<file path="config.mk">
export PLATFORM = sky130hd
export DESIGN_NAME = rif_status
export DESIGN_NICKNAME = d
export VERILOG_FILES = /design/src/rif_pkg.sv /design/src/rif_sync.sv /design/src/rif_flag.sv /design/src/rif_status.sv
export VERILOG_INCLUDE_DIRS = /design/src
export SDC_FILE = /design/constraint.sdc
export NUM_CORES = 1
export LEC_CHECK = 0
export BUFFER_PORTS_ARGS = -buffer_cell sky130_fd_sc_hd__buf_2
export CAP_MARGIN = 20
export CORE_MARGIN = 5
export CORE_UTILIZATION = 36
export DETAILED_ROUTE_END_ITERATION = 6
export PLACE_DENSITY_LB_ADDON = 0.2
export SYNTH_ARGS = -nofsm -noshare
export SYNTH_HDL_FRONTEND = slang
export SYNTH_HIERARCHICAL = 1
export SYNTH_SLANG_ARGS = --single-unit
</file>
<file path="constraint.sdc">
create_clock -name clk -period 1.5 [get_ports clk]
set_input_delay 0.225 -clock clk [delete_from_list [all_inputs] [get_ports clk]]
set_output_delay 0.225 -clock clk [all_outputs]
set_load 0.03 [all_outputs]
</file>
<file path="src/rif_regs.svh">
// register offsets, field positions, reset values for the radio irq status flags block
// assumes a 32-bit apb slave, one aligned word per register
`ifndef RIF_REGS_SVH
`define RIF_REGS_SVH
`define RIF_STATUS_OFS      12'h01C
`define RIF_CTRL_OFS        12'h020
`define RIF_MASK_OFS        12'h024
`define RIF_EVT_OFS         12'h028
`define RIF_RX_READY_BIT    6
`define RIF_TX_DONE_BIT     5
`define RIF_RESERVED_BIT    7
`define RIF_CTRL_AUTO_ACK   0
`define RIF_EVT_RX_BIT      0
`define RIF_EVT_TX_BIT      1
`define RIF_STATUS_RESET    8'h00
`define RIF_MASK_RESET      2'h0
`define RIF_CTRL_RESET      1'h0
`endif

</file>
<file path="src/rif_pkg.sv">
// types shared by the radio irq status flags block
// assumes rif_regs.svh supplies offsets and reset values
package rif_pkg;
	typedef struct packed
	{
		logic        psel;
		logic        penable;
		logic        pwrite;
		logic [11:0] paddr;
		logic [31:0] pwdata;
	} rif_apb_req_t;

	typedef struct packed
	{
		logic        pready;
		logic        pslverr;
		logic [31:0] prdata;
	} rif_apb_rsp_t;

	typedef struct packed
	{
		logic rx_ready;
		logic tx_done;
	} rif_flags_t;

	typedef struct packed
	{
		logic payload_stored;
		logic packet_sent;
		logic ack_received;
	} rif_events_t;
endpackage

</file>
<file path="src/rif_sync.sv">
// two-flop synchroniser for event pins from the radio core
// assumes asynchronous inputs; output is a level in the clk domain
`timescale 1ns/1ps
module rif_sync #(parameter int WIDTH = 3)
(
	input  wire logic             clk,
	input  wire logic             reset_n,
	input  wire logic [WIDTH-1:0] async_in,
	output logic      [WIDTH-1:0] sync_out
);
	typedef struct packed
	{
		logic [WIDTH-1:0] stage1;
		logic [WIDTH-1:0] stage2;
	} rif_sync_state_t;

	rif_sync_state_t state;
	rif_sync_state_t next_state;

	always_comb
	begin
		next_state.stage1 = async_in;
		next_state.stage2 = state.stage1;
	end

	always_ff @(posedge clk or negedge reset_n)
	begin
		if (!reset_n)
			state <= '0;
		else
			state <= next_state;
	end

	assign sync_out = state.stage2;
endmodule

</file>
<file path="src/rif_flag.sv">
// one sticky write-one-to-clear flag; a set in the same cycle as a clear wins
// assumes set and clear are single-cycle pulses on clk
`timescale 1ns/1ps
module rif_flag
(
	input  wire logic clk,
	input  wire logic reset_n,
	input  wire logic set,
	input  wire logic clear,
	output logic      flag
);
	typedef struct packed
	{
		logic flag;
	} rif_flag_state_t;

	rif_flag_state_t state;
	rif_flag_state_t next_state;

	always_comb
	begin
		next_state = state;
		if (clear)
			next_state.flag = 1'b0;
		if (set)
			next_state.flag = 1'b1;
	end

	always_ff @(posedge clk or negedge reset_n)
	begin
		if (!reset_n)
			state <= '0;
		else
			state <= next_state;
	end

	assign flag = state.flag;
endmodule

</file>
<file path="src/rif_status.sv">
// status flag bank of the radio transceiver: receive-data-ready and transmit-done,
// with control, interrupt mask and event registers, reached over apb
// assumes radio core event lines are asynchronous levels; one 250 MHz clock
//
// The address map and the APB slave port were left to the implementer.
`timescale 1ns/1ps
`include "rif_regs.svh"

// What this block does
// - Status bit 6 is set whenever a newly received payload is stored in the receive fifo.
// - Status bit 5 is set when a packet has gone out on air if auto acknowledge is off.
// - With auto acknowledge on, bit 5 is set only once the acknowledgement has arrived.
// - Writing one to status bit 5 clears it unless a new set arrives in the same cycle, and writing zero leaves it unchanged.
module rif_status
(
	input  wire logic                  clk,
	input  wire logic                  reset_n,
	input  wire rif_pkg::rif_apb_req_t apb_req,
	output rif_pkg::rif_apb_rsp_t      apb_rsp,
	input  wire rif_pkg::rif_events_t  radio_events,
	output logic                       irq,
	output logic                       auto_ack_enable
);
	typedef enum logic [0:0]
	{
		RIF_IDLE   = 1'b0,
		RIF_ANSWER = 1'b1
	} rif_phase_t;

	typedef struct packed
	{
		rif_phase_t           phase;
		rif_pkg::rif_apb_rsp_t rsp;
		logic                 auto_ack;
		rif_pkg::rif_flags_t  mask;
		rif_pkg::rif_flags_t  evt;
		logic                 irq;
		rif_pkg::rif_events_t ev_prev;
	} rif_state_t;

	rif_state_t state;
	rif_state_t next_state;

	logic [2:0]          ev_sync;
	rif_pkg::rif_events_t ev_now;
	logic                set_rx;
	logic                set_tx;
	logic                clr_rx;
	logic                clr_tx;
	logic                rx_flag;
	logic                tx_flag;
	logic                bus_wr;
	logic                bus_rd;
	logic                evt_set_rx;
	logic                evt_set_tx;
	logic                evt_rd;
	logic [7:0]          status_word;

	rif_sync #(.WIDTH(3)) u_sync
	(
		.clk      (clk),
		.reset_n  (reset_n),
		.async_in (radio_events),
		.sync_out (ev_sync)
	);

	assign ev_now = rif_pkg::rif_events_t'(ev_sync);
	// writes land at the access edge, where pready is sampled high
	assign bus_wr = apb_req.psel && apb_req.penable && apb_req.pwrite
		&& state.phase == RIF_ANSWER;
	assign bus_rd = apb_req.psel && !apb_req.penable && !apb_req.pwrite;

	// rising edges of the synchronised radio events
	assign set_rx = ev_now.payload_stored && !state.ev_prev.payload_stored;
	// end of transmission counts only without auto acknowledge
	assign set_tx = state.auto_ack
		? (ev_now.ack_received && !state.ev_prev.ack_received)
		: (ev_now.packet_sent && !state.ev_prev.packet_sent);

	assign clr_rx = bus_wr && apb_req.paddr == `RIF_STATUS_OFS
		&& apb_req.pwdata[`RIF_RX_READY_BIT];
	assign clr_tx = bus_wr && apb_req.paddr == `RIF_STATUS_OFS
		&& apb_req.pwdata[`RIF_TX_DONE_BIT];

	rif_flag u_rx_flag
	(
		.clk     (clk),
		.reset_n (reset_n),
		.set     (set_rx),
		.clear   (clr_rx),
		.flag    (rx_flag)
	);

	rif_flag u_tx_flag
	(
		.clk     (clk),
		.reset_n (reset_n),
		.set     (set_tx),
		.clear   (clr_tx),
		.flag    (tx_flag)
	);

	assign evt_rd = bus_rd && apb_req.paddr == `RIF_EVT_OFS;
	assign evt_set_rx = set_rx;
	assign evt_set_tx = set_tx;

	always_comb
	begin
		status_word = 8'h00;
		status_word[`RIF_RESERVED_BIT] = 1'b0;
		status_word[`RIF_RX_READY_BIT] = rx_flag;
		status_word[`RIF_TX_DONE_BIT] = tx_flag;
	end

	always_comb
	begin
		next_state = state;
		next_state.ev_prev = ev_now;
		next_state.rsp.pready = 1'b0;
		next_state.rsp.pslverr = 1'b0;
		// read-to-clear event latch; a new event in the read cycle survives
		if (evt_rd && state.phase == RIF_IDLE)
			next_state.evt = '0;
		if (evt_set_rx)
			next_state.evt.rx_ready = 1'b1;
		if (evt_set_tx)
			next_state.evt.tx_done = 1'b1;
		unique case (state.phase)
			RIF_IDLE:
			begin
				if (apb_req.psel && !apb_req.penable)
				begin
					next_state.phase = RIF_ANSWER;
					next_state.rsp.pready = 1'b1;
					next_state.rsp.prdata = 32'h0000_0000;
					unique case (apb_req.paddr)
						`RIF_STATUS_OFS:
							next_state.rsp.prdata = {24'h00_0000, status_word};
						`RIF_CTRL_OFS:
						begin
							next_state.rsp.prdata = {31'h0000_0000, state.auto_ack};
						end
						`RIF_MASK_OFS:
						begin
							next_state.rsp.prdata = {30'h0000_0000, state.mask};
						end
						`RIF_EVT_OFS:
							next_state.rsp.prdata = {30'h0000_0000, state.evt};
						default:
							next_state.rsp.pslverr = 1'b1;
					endcase
				end
			end
			RIF_ANSWER:
			begin
				next_state.phase = RIF_IDLE;
				if (bus_wr && apb_req.paddr == `RIF_CTRL_OFS)
					next_state.auto_ack = apb_req.pwdata[`RIF_CTRL_AUTO_ACK];
				if (bus_wr && apb_req.paddr == `RIF_MASK_OFS)
					next_state.mask = apb_req.pwdata[1:0];
			end
		endcase
		next_state.irq = |(next_state.evt & next_state.mask);
	end

	always_ff @(posedge clk or negedge reset_n)
	begin
		if (!reset_n)
		begin
			state <= '0;
			state.auto_ack <= `RIF_CTRL_RESET;
			state.mask <= `RIF_MASK_RESET;
		end
		else
			state <= next_state;
	end

	assign apb_rsp = state.rsp;
	assign irq = state.irq;
	assign auto_ack_enable = state.auto_ack;
endmodule

</file>
==> flow_summary.ini <==
[route]
wl_met3_um = 216
dr.pass1.iters = 2
vias_per_cell = 4.15
drt_iter0_markers = 25
top_layer = met3
met2_length_mm = 1.12
antenna_left = 0
num_vias = 821
wl_per_cell_um = 11.1
route.detailed.drc = 0
wl_met1_um = 871
wirelength_mm = 2.21

[pwr]
max-vdd-ir-drop_mv = 0.553
power_mw = 1.14
power_density_nw_per_um2 = 793
p_leak_nw = 0.703

[timing]
fin_crit_ns = 1.49
hold_viol = 0
final-max-slew-violation-count = 0
rsz0062_at_grt = true
post-route-period-util = 0.996
setup_ws_ns = 0.00587
setup_viol = 0
holdWs_ns = 0.144
fmax_ghz = 0.669
skew_ns = 0.00117

[clock_tree]
cts_max_level = 1
tritoncts = done
cts_buffers = 3
clockRootBuffer = clkbuf_4
cts.sinks = 23
path_clk_slew_ns = 0.13
clockBufferDepth = 2
insertion_delay_ns = 0.31

[placement]
post_dp_cell_area_um2 = 1340
portBuffers = 31
gp_congestion = 0.750
place_inst = 190
dpl_worst_slack_ns = -0.167
dpl.hpwl_mm = 1.78

[floorplanning]
core-area_um2 = 3310
initial_core_util = 0.370
pin_count = 88
row_count = 21
die_x_um = 68.4
die-area_um2 = 4670
fp.dieH_um = 68.4

[worst_hold_path]
min_path_type = input port to flop
hp-start = apb_req[0]

[setup_path]
path_class = flop to flop
r2r_start = state[43]$_DFF_PN0_
cp-startpoint = state[43]$_DFF_PN0_
cp-start-kind = flop
crit_path_end_kind = flop
critical_path_arrival_ns = 1.70
path_max_fanout = 3
cp.required_ns = 1.71

[yosys]
ys_seq_elements = 23
yosys-top-cells-area = dfrtp_1 (47%), buf_4 (21%), nor4_4 (3.5%), nand2_1 (3.4%), a21o_1 (2.4%)
yosys.area.top_type = dfrtp_1
ys_types = 28
synthCells = 113
avgSynthCellArea_um2 = 10.9
synth_xor_area_frac = 0
synth_compound_area_frac = 0.0755
synth_top_family_by_area = buffers and inverters
yosys.area_share.simple = 0.184
synth-async-reset-ratio = 1.00
synthMuxAreaShare = 0.0357
syn-cell-area_um2 = 1230
synth.most_common_cell = buf_4
yosys_warnings = 6
yosysSeqAreaShare = 0.469
synthFlopType = dfrtp_1
netlist.area_leader.share = 0.469
synth_edf_count = 0
synthTopCellsByCount = buf_4 (34), dfrtp_1 (23), nand2_1 (11)
synthAdderAreaFrac = 0

[cells_and_area]
fin_area_um2 = 1430
nets = 205
syn_to_final_growth_pct = 16.8
instances_no_fill = 198
drive_gt1_frac = 0.368
diodes = 0

[run]
drv_cap = 0

[outcome]
status = finished, final reports clean

[grt]
grt_pass1_wl_mm = 3.31
antenna_found_initial = 0
grt_max_degree = 24
grtUsageTotal = 0.0937
grt_pass1_vias = 759
overflow = 0
## worst paths after layout
path / to / slack [ns] / cells past startpoint
setup / recovery: irq$_DFF_PN0_ / 0.006 / 4
hold / removal: auto_ack_enable$_DFFE_PN0P_ / 0.14 / 2
setup reg to reg: irq$_DFF_PN0_ / 0.006 / 4
hold reg to reg: u_sync/sync_out[2]$_DFF_PN0_ / 0.36 / 0
max in group asynchronous: u_sync/sync_out[0]$_DFF_PN0_ / 0.79 / 2
min in group asynchronous: apb_rsp[6]$_DFFE_PN0P_ / 0.39 / 2
## flip-flops by register name, indices dropped and copies added, names as in the netlist
| name | count |
|---|---|
| u_rx_flag/flag | 1 |
| auto_ack_enable | 1 |
| apb_rsp | 5 |
| u_sync/sync_out | 3 |
| u_sync/next_state | 3 |
| u_tx_flag/flag | 1 |
| irq | 1 |
| state | 8 |
## area by class of cell
cell class              count  area [µm²]
well taps                  46        57.6
clock inverters             1        7.51
flip-flops and latches     23         576
inverters                   4        15.0
multi-input cells          77         492
clock buffers               3        22.5
fillers                   329        1880
repair buffers             44         263
## report_power, final
part           internal [mW]  leakage, nW  switching (mW)  total (mW)
registers              0.635        0.278         0.00504       0.640
logic                 0.0550        0.412           0.154       0.209
clock network          0.102       0.0139           0.185       0.287
## metrics by stage
step,TNS (ns),util
finish,0,0.433
CTS,0,0.427
detailed placement,-0.305,0.404
floorplan,0,-
global placement,-0.304,0.404
global route,-0.0203,0.433
## what timing repair did
item	in CTS	in global routing
hold endpoints to repair	26	0
resized for setup	2	5
hold buffers	4	0
setup buffers	0	0
pin swaps	0	1
endpoints found under the setup margin	2	3
## cell families after synthesis
kind of cell | count (synthesis)
other | 1
AND/OR/NAND/NOR | 32
flip-flops | 23
multiplexers | 4
AO/OA/AOI/OAI | 13
buffers and inverters | 40
## worst max-delay path, stage by stage (launching register included)
cell and delay [ns]:
dfrtp_1 0.39, and4_4 0.23, and4_4 0.25, mux2_4 0.31, a22o_1 0.21
## layout by cell type (no fill, tap or decap), types with 2 or more instances in the layout
cell and instances:
a21o_1 4, a21oi_1 3, and3_1 2, and4_4 2, buf_2 31, buf_4 9, clkbuf_4 3, conb_1 28
dfrtp_1 23, dlygate4sd3_1 4, inv_1 3, mux2_4 2, nand2_1 11, nor2_1 4, nor2b_1 3, nor4_4 2
nor4bb_1 2, o31ai_1 2, o31ai_2 2
## per-layer routing
layer / track usage / up-vias
met5: 0 / -
met4: 0.00744 / 0
met3: 0.0378 / 0
met2: 0.153 / 34
met1: 0.121 / 388
li1: - / 399
(Power assumes the default switching activity.)
